[src/core/strap_pin_params.svh]
// constants for the shared memory-pin and strap controller
// assumes nothing; definitions only
`ifndef STRAP_PIN_PARAMS_SVH
`define STRAP_PIN_PARAMS_SVH

`define MEM_ADDR_W        16
`define MEM_DATA_W        8
`define MEM_UPPER_LSB     3
`define MEM_LOW_W         2
// address bit that shares its pin with the clock-mode strap
`define MEM_BIT2_POS      2
// synchroniser width: data bus, bit3, bit2, two low bits
`define PIN_SYNC_W        12
`define SYNC_DATA_LSB     0
`define SYNC_BIT3_POS     8
`define SYNC_BIT2_POS     9
`define SYNC_LOW_LSB      10
// strap values held before the first capture
`define IR_POL_RST        1'h1
`define CLK_MODE_RST      1'h0
`define FREQ_RST          2'h0
// strap code meaning
`define CLK_MODE_XTAL     1'h0
`define CLK_MODE_EXT      1'h1

`endif

[src/core/strap_pin_pkg.sv]
// types shared by the strap and memory-pin controller
// assumes strap_pin_params.svh is on the include path
`include "strap_pin_params.svh"

package strap_pin_pkg;

  // frequency strap codes
  typedef enum logic [1:0] {
    FREQ_24MHZ  = 2'h0,
    FREQ_RSVD_1 = 2'h1,
    FREQ_RSVD_2 = 2'h2,
    FREQ_48MHZ  = 2'h3
  } freq_strap_t;

  // resolved clock selection
  typedef enum logic [1:0] {
    CLK_XTAL_24 = 2'h0,
    CLK_EXT_24  = 2'h1,
    CLK_EXT_48  = 2'h2,
    CLK_EXT_BAD = 2'h3
  } clk_select_t;

  // latched strap set
  typedef struct packed {
    logic        ir_led_polarity_strap;
    logic        clock_mode_strap;
    freq_strap_t freq_strap;
  } strap_t;

  // low-power condition inputs
  typedef struct packed {
    logic cpu_idle_bit;
    logic wake_interrupt;
    logic sleep_bit;
  } power_state_t;

endpackage : strap_pin_pkg

[src/core/reset_strap_memory_pin_ctrl.sv]
// shared external program-memory pins, reset-time straps and low-power release of addr bit 2
// assumes a free-running I_CLK during reset and a pad ring that resolves in/out/oe_n and pulls
// assumes the cpu-side inputs and power bits come from logic on I_CLK; only pins are synced
// the pad pulls are weak; a board that drives a strap pin during reset overrides them
// strap pins double as address outputs, so every strap output is frozen once captured
// and the address pins follow the cpu from then on
`timescale 1ns/1ps
`include "strap_pin_params.svh"

module reset_strap_memory_pin_ctrl (
  // clock and reset
  input  wire logic                                   I_CLK,
  input  wire logic                                   I_RESETN,
  // cpu side
  input  wire logic [`MEM_ADDR_W-1:0]                 i_mem_addr,
  input  wire logic [`MEM_DATA_W-1:0]                 i_mem_wdata,
  input  wire logic                                   i_mem_write,
  input  wire logic                                   i_ext_rom_enable_bit,
  input  wire strap_pin_pkg::power_state_t            i_power_state,
  output logic      [`MEM_DATA_W-1:0]                 o_mem_rdata,
  // memory data bus pins
  input  wire logic [`MEM_DATA_W-1:0]                 i_mem_data_bus,
  output logic      [`MEM_DATA_W-1:0]                 o_mem_data_bus,
  output logic                                        o_mem_data_bus_oe_n,
  // address pins
  output logic      [`MEM_ADDR_W-1:`MEM_UPPER_LSB]    o_mem_addr_upper,
  input  wire logic                                   i_mem_addr_bit3,
  output logic                                        o_mem_addr_bit3_oe_n,
  input  wire logic                                   i_mem_addr_bit2,
  output logic                                        o_mem_addr_bit2,
  output logic                                        o_mem_addr_bit2_oe_n,
  input  wire logic [`MEM_LOW_W-1:0]                  i_mem_addr_low,
  output logic      [`MEM_LOW_W-1:0]                  o_mem_addr_low,
  output logic                                        o_mem_addr_low_oe_n,
  // pad pull controls
  output logic                                        o_bit3_pullup_en,
  output logic                                        o_bit2_pulldown_en,
  output logic                                        o_low_pulldown_en,
  // latched straps
  output strap_pin_pkg::strap_t                       o_straps,
  output strap_pin_pkg::clk_select_t                  o_clk_select,
  output logic                                        o_freq_reserved
);

  // synchroniser stages; left without reset so they keep sampling the straps during reset
  logic [`PIN_SYNC_W-1:0]      sync1_reg;
  logic [`PIN_SYNC_W-1:0]      sync1_next;
  logic [`PIN_SYNC_W-1:0]      sync2_reg;
  logic [`PIN_SYNC_W-1:0]      sync2_next;
  logic [`PIN_SYNC_W-1:0]      pin_raw;

  // strap capture state; captured_reg low means the pins still serve as straps,
  // released, with their pulls enabled
  logic                        captured_reg;
  logic                        captured_next;
  strap_pin_pkg::strap_t       strap_reg;
  strap_pin_pkg::strap_t       strap_next;

  // pin drive state; one register stage per pin and no buffering beyond it
  logic [`MEM_ADDR_W-1:0]      addr_reg;
  logic [`MEM_ADDR_W-1:0]      addr_next;
  logic [`MEM_DATA_W-1:0]      wdata_reg;
  logic [`MEM_DATA_W-1:0]      wdata_next;
  logic [`MEM_DATA_W-1:0]      rdata_reg;
  logic [`MEM_DATA_W-1:0]      rdata_next;
  logic                        data_oe_n_reg;
  logic                        data_oe_n_next;
  logic                        bit2_oe_n_reg;
  logic                        bit2_oe_n_next;
  logic                        bit2_float;
  logic                        low_power_req;
  logic                        mode_ext;

  // pin levels in synchroniser order: low bits, bit2, bit3, data bus
  assign pin_raw = {i_mem_addr_low, i_mem_addr_bit2, i_mem_addr_bit3, i_mem_data_bus};

  // synchroniser shift; only the second stage reads the first, so a metastable
  // first stage never fans out into the strap or read-data logic
  always_comb begin
    sync1_next = pin_raw;
    sync2_next = sync1_reg;
  end

  // two-flop synchroniser for every pin read back by the core
  always_ff @(posedge I_CLK) begin
    sync1_reg <= sync1_next;
    sync2_reg <= sync2_next;
  end

  // one capture at the first edge after release; sync2 still holds reset-time levels then
  // limitation: reset must span at least two clock edges, or sync2 may still hold a level
  // taken before the pulls had settled the pin
  // the capture waits for a clock edge so that no logic is clocked by the reset net
  always_comb begin
    captured_next = 1'h1;
    strap_next    = strap_reg;
    // one shot: once captured, strap_next only echoes strap_reg
    if (!captured_reg) begin
      strap_next.ir_led_polarity_strap = sync2_reg[`SYNC_BIT3_POS];
      strap_next.clock_mode_strap      = sync2_reg[`SYNC_BIT2_POS];
      strap_next.freq_strap            = strap_pin_pkg::freq_strap_t'(
                                         sync2_reg[`SYNC_LOW_LSB +: `MEM_LOW_W]);
    end
  end

  // straps freeze once captured; later pin activity is ignored
  // reset restores defaults that match the pull directions, so an open strap pin
  // and a strap that was never captured read the same
  always_ff @(posedge I_CLK or negedge I_RESETN) begin
    if (!I_RESETN) begin
      captured_reg                     <= 1'h0;
      strap_reg.ir_led_polarity_strap  <= `IR_POL_RST;
      strap_reg.clock_mode_strap       <= `CLK_MODE_RST;
      strap_reg.freq_strap             <= strap_pin_pkg::freq_strap_t'(`FREQ_RST);
    end else begin
      captured_reg <= captured_next;
      strap_reg    <= strap_next;
    end
  end

  // all three sleep conditions; wake is taken as active high, so negated means low
  assign low_power_req = i_power_state.cpu_idle_bit
                      && !i_power_state.wake_interrupt
                      && i_power_state.sleep_bit;

  // external clock mode; strap_next lets the capture cycle already see the new mode
  assign mode_ext = (strap_next.clock_mode_strap == `CLK_MODE_EXT);

  // bit2 may float only with an external clock and the core fully asleep;
  // with a crystal it stays an ordinary address output
  assign bit2_float = mode_ext && low_power_req;

  // next pin drive values, all released until the straps are captured
  // the data bus is driven on write cycles only: a read leaves it released so the memory
  // can answer, and rom enable 1 keeps it released whatever the cpu asks for
  always_comb begin
    addr_next      = i_mem_addr;
    wdata_next     = i_mem_wdata;
    rdata_next     = sync2_reg[`SYNC_DATA_LSB +: `MEM_DATA_W];
    data_oe_n_next = !(captured_next && !i_ext_rom_enable_bit && i_mem_write);
    bit2_oe_n_next = !captured_next || bit2_float;
  end

  // pin drive registers; reset leaves every strap pin released
  // values and enables come from flops so the pads never see combinational glitches,
  // at the cost of one cycle from cpu request to pin
  always_ff @(posedge I_CLK or negedge I_RESETN) begin
    if (!I_RESETN) begin
      addr_reg      <= 16'h0000;
      wdata_reg     <= 8'h00;
      rdata_reg     <= 8'h00;
      data_oe_n_reg <= 1'h1;
      bit2_oe_n_reg <= 1'h1;
    end else begin
      addr_reg      <= addr_next;
      wdata_reg     <= wdata_next;
      rdata_reg     <= rdata_next;
      data_oe_n_reg <= data_oe_n_next;
      bit2_oe_n_reg <= bit2_oe_n_next;
    end
  end

  // upper address pins other than bit3 are plain outputs and never released
  assign o_mem_addr_upper     = addr_reg[`MEM_ADDR_W-1:`MEM_UPPER_LSB];

  // bit3 is released only while its polarity strap is sampled; its value is upper bit 3
  assign o_mem_addr_bit3_oe_n = !captured_reg;

  // bit2 always carries the address; only its enable depends on the clock mode
  assign o_mem_addr_bit2      = addr_reg[`MEM_BIT2_POS];
  assign o_mem_addr_bit2_oe_n = bit2_oe_n_reg;

  // low pins hold the frequency strap in reset and address bits afterwards
  assign o_mem_addr_low       = addr_reg[`MEM_LOW_W-1:0];
  assign o_mem_addr_low_oe_n  = !captured_reg;

  // data pins: write data out, read data back through the synchroniser
  assign o_mem_data_bus       = wdata_reg;
  assign o_mem_data_bus_oe_n  = data_oe_n_reg;
  assign o_mem_rdata          = rdata_reg;

  // pulls only while the straps are being sampled
  // they drop with the output enables, so a pin is never pulled and driven for long
  assign o_bit3_pullup_en     = !captured_reg;
  assign o_bit2_pulldown_en   = !captured_reg;
  assign o_low_pulldown_en    = !captured_reg;

  // latched straps go out unchanged for the ir driver and the clock generator
  assign o_straps        = strap_reg;

  // reserved frequency codes are flagged, not corrected; firmware decides what follows
  assign o_freq_reserved = (strap_reg.freq_strap == strap_pin_pkg::FREQ_RSVD_1)
                         || (strap_reg.freq_strap == strap_pin_pkg::FREQ_RSVD_2);

  // clock select; a crystal runs at 24MHz whatever the frequency strap says, and an
  // external clock with a reserved code is reported as such rather than guessed at
  always_comb begin
    if (strap_reg.clock_mode_strap == `CLK_MODE_XTAL) begin
      o_clk_select = strap_pin_pkg::CLK_XTAL_24;
    end else if (strap_reg.freq_strap == strap_pin_pkg::FREQ_24MHZ) begin
      o_clk_select = strap_pin_pkg::CLK_EXT_24;
    end else if (strap_reg.freq_strap == strap_pin_pkg::FREQ_48MHZ) begin
      o_clk_select = strap_pin_pkg::CLK_EXT_48;
    end else begin
      // external clock with a reserved frequency code
      o_clk_select = strap_pin_pkg::CLK_EXT_BAD;
    end
  end

endmodule : reset_strap_memory_pin_ctrl

[config.mk]
export PLATFORM = sky130hd
export DESIGN_NAME = reset_strap_memory_pin_ctrl
export DESIGN_NICKNAME = d
export VERILOG_FILES = /design/src/core/strap_pin_pkg.sv /design/src/core/reset_strap_memory_pin_ctrl.sv
export VERILOG_INCLUDE_DIRS = /design/src /design/src/core
export SDC_FILE = /design/constraint.sdc
export NUM_CORES = 1
export LEC_CHECK = 0
export ABC_CLOCK_PERIOD_IN_PS = 1200
export BUFFER_PORTS_ARGS = -buffer_cell sky130_fd_sc_hd__buf_2
export CAP_MARGIN = 20
export CORE_MARGIN = 5
export CORE_UTILIZATION = 38
export DETAILED_ROUTE_END_ITERATION = 6
export PLACE_DENSITY = 0.77
export RECOVER_POWER = 25
export SLEW_MARGIN = 20
export SYNTH_ARGS = -nofsm -noshare
export SYNTH_HDL_FRONTEND = slang
export SYNTH_SLANG_ARGS = --single-unit
[constraint.sdc]
create_clock -name I_CLK -period 1.2 [get_ports I_CLK]
set_clock_uncertainty 0.2 [all_clocks]
set_input_delay 0.24 -clock I_CLK [delete_from_list [all_inputs] [get_ports I_CLK]]
set_output_delay 0.24 -clock I_CLK [all_outputs]
set_load 0.05 [all_outputs]
-- Yosys cells after proc, flatten, opt, wreduce, memory -nomap -nowiden
Index checks and enable logic that the tools add are counted.
- output and inout bits: 46
- RAM bits: 0
- logic and storage cells: 28
- bits in registers: 63
- latch bits: 0
- bits of input ports: 43
- bits in read-only memories: 0
- memories kept: 0
- reductions and logical operators: 10
- shift-type cells: 0
- equal/unequal tests: 3
- add/sub/neg operators: 0
- bitwise gates (word level): 0
- order comparisons: 0
- divide/modulo/power cells: 0
- muxes and demuxes: 4
- multipliers: 0
- operators by type and width (kind ; count):
    equality test 2 bit, second input constant ; 2
    logical AND 1 bit ; 4
    logical NOT 1 bit ; 4
    2-to-1 mux 2 bit ; 2
    2-to-1 mux 3 bit ; 1
    equality test 2 x 1 -> 1 bit, second input constant ; 1
    logical NOT 2 bit ; 1
    logical OR 1 bit ; 1
    2-to-1 mux 1 bit ; 1

-- Depth between registers and ports, before layout
- depth after elaboration: 4
- mapped depth: 3
- depth with buffers taken out: 3

-- Least setup slack after synthesis
No wires, ideal clock.
- kind: register -> output
- from: register strap_reg (netlist bit o_straps[0])
- to: output port o_clk_select[1]
- required time: 0.760 ns
- stages on the path, launching flop included: 4
- path buffers: 0
- data arrival time: 1.622 ns
- slack: -0.862 ns
- path through: dfrtp_1 > inv_1 > ha_1 > nor2b_1
- word-level cells in the longest chain between the ends: 3
- ends and longest elaborated chain (element ; RTL line ; text):
    from (decl) ; reset_strap_memory_pin_ctrl.sv:56 ; strap_pin_pkg::strap_t strap_reg;
    from (signal assigned) ; reset_strap_memory_pin_ctrl.sv:117 ; strap_reg <= strap_next;
    logical NOT 2 bit ; reset_strap_memory_pin_ctrl.sv:200 ; end else if (strap_reg.freq_strap == strap_pin_pkg::FREQ_24MHZ) begin
    2-to-1 mux 2 bit ; reset_strap_memory_pin_ctrl.sv:200 ;
    2-to-1 mux 2 bit ; reset_strap_memory_pin_ctrl.sv:198 ; if (strap_reg.clock_mode_strap == `CLK_MODE_XTAL) begin
    to (decl) ; reset_strap_memory_pin_ctrl.sv:41 ; output strap_pin_pkg::clk_select_t o_clk_select,
Every way passes these cells.

-- Final worst setup path
Same ends and word-level chain as after synthesis.

==> results.tsv <==
metric	value	unit
synth warn	0	
Area contributors post-synth	dfrtp_1 (56%), dfxtp_1 (30%), dfstp_2 (4.9%)	
max reg flops	16	
status	complete, but fails checks	
vias	1154	
routed wire length per instance	15.3	um
global-route wire length before repair	6.61	mm
DP HPWL	2.30	mm
final critical-path required period	1680	ps
Clock Latency Late Sink	320	ps
Worst Hold Endpoint	sync2_reg[9]	
antenna cells	0	
fmax	0.595	GHz
GRT Resource Usage Total	0.173	
Sink Count	63	
initial antenna violation count	0	
DIE WIDTH	75.0	um
Core Box Area	0.00406	mm^2
clock slew at reported path FFs	60	ps
startpoint types	flip-flop	
WP data arrival	1240	ps
crit-path max FO	4	
share of layout cells above drive strength 1	0.550	
Critical Setup Path Class	flip-flop to output port	
Critical Path RT	760	ps
Num CTS Buffers	9	
Final Cycle Share	1.40	
area grow syn2layout	93.2	%
FFs w/ async S/R, synth	0.619	
Synth cell types	12	
Synth Cell Area	0.00161	mm^2
Final #Nets	269	
Final Max Tran Viols	0	
register area share after synthesis	0.908	
CTS tree	done	
Worst Hold Class	flip-flop to flip-flop	
Setup violations, final	49	
Site Rows	23	
PnR worst setup slack	-481	ps
Fin Setup TNS	-7840	ps
Critical R2R Capture	o_mem_addr_bit2_oe_n	
syn avg cell area	19.8	um^2
initial drt markers	31	
Synth Instances	81	
Net Count, Synth	126	
Worst R2R Path Depth	3	
Routed WL	4.26	mm
Die Height	75.0	um
die footprint	0.00563	mm^2
routability cong.	0.613	
Synth area leader	dfrtp_1	
pin count of the biggest net entering global routing	40	
Commonest cells post-synth	dfrtp_1 (36), dfxtp_1 (24), buf_4 (4)	
maximum clock path buffer count	2	
post-synth top area share	0.560	
Leak	1.47	nW
# IOs	89	
Synth Register Bits	63	
min-delay src	sync1_reg[9]	
Via-to-Cell Ratio	4.14	
RSZ-0062 raised after global routing	true	
final hold vios	0	
initial core utilization	0.396	
DRT Pass-1 Iters	4	
register-to-register setup slack	-90	ps
failing checks	setup timing	
CP endpoint kind	output port	
Reg2Reg Launch Point	captured_reg	
Max IR drop VDD	1.21	mV
pre-CTS setup slack	-211	ps
root buffer cell	clkbuf_8	
htree depth	3	
GRT overflow	0	
Hold Slack	123	ps
cell depth of the worst hold path	0	
Synth Flop Type	dfrtp_1	
Power Density	1550	mW/mm^2
most common cell in the netlist	dfrtp_1	
port buffer count	88	
EDFF count, synth	0	
DRC	0	
Max Cap Viol	0	
vias in the first global route	1321	
post-route ant nets	0	
## worst max-delay path by stage
stage / start / end
after floorplan: o_straps[1] / o_clk_select[1]
after global placement: o_straps[0] / o_clk_select[0]
after detailed placement: o_straps[0] / o_clk_select[0]
after CTS: o_straps[0] / o_clk_select[1]
after global routing: o_straps[0] / o_clk_select[1]
final: o_straps[0] / o_clk_select[1]
## placed cells by master, fill, tap and decap left out, drive strengths merged
cell and n:
and4b 1, buf 94, clkbuf 13, clkinv 2, clkinvlp 2, conb 1
dfrtp 36, dfstp 3, dfxtp 24, dlygate4sd3 42, ha 2, inv 2
mux2 4, nand2b 1, nor2b 2
## metrics by stage
step | util | area [um^2] | power (mW) | cells
6_report | 0.765 | 3110 | 4.80 | 279
3_5_place_dp | 0.529 | 2150 | 2.93 | 217
4_1_cts | 0.755 | 3060 | 4.79 | 276
5_1_grt | 0.765 | 3110 | 5.01 | 279
2_1_floorplan | - | 1680 | 2.75 | 81
3_3_place_gp | 0.529 | 2150 | 2.92 | 217
## worst max-delay path, stage by stage (launching register included)
cell     delay (ps)
dfrtp_2         420
inv_2            60
ha_4            160
nor2b_4         130
buf_8           150
## layer usage
layer	GRT usage	part of all wire
met5	0	0
met4	0.113	0.043
met3	0.0761	0.082
met2	0.308	0.57
met1	0.159	0.30
## final cells by class
| type | instances | area (um^2) |
|---|---|---|
| Clock buffer | 13 | 159 |
| Clock inverter | 3 | 17.5 |
| Fill cell | 242 | 952 |
| Inverter | 3 | 15.0 |
| Multi-Input combinational cell | 11 | 146 |
| Sequential cell | 63 | 1470 |
| Tap cell | 50 | 62.6 |
| Timing Repair Buffer | 136 | 1240 |
## cells by family (layout without fill, tap and decap cells)
logic type | count (synthesis) | in the layout | synth area share
fa+ha+maj | 2 | 2 | 0.0156
buf+inv | 7 | 155 | 0.0257
flops | 63 | 63 | 0.908
mux | 4 | 4 | 0.0303
other cells | 1 | 1 | 0.00233
simple gates | 4 | 4 | 0.0179
## power breakdown
part	total [mW]	switching (mW)	internal, mW
sequential	2.30	0.0611	2.24
clock	1.60	0.742	0.856
combinational	0.904	0.500	0.405
## what timing repair did
item	CTS	global route
endpoints found under the setup margin	46	50
hold buffers	42	0
hold endpoints to repair	77	0
resized for setup	96	9
buffers inserted	1	4
(Power assumes the default switching activity.)
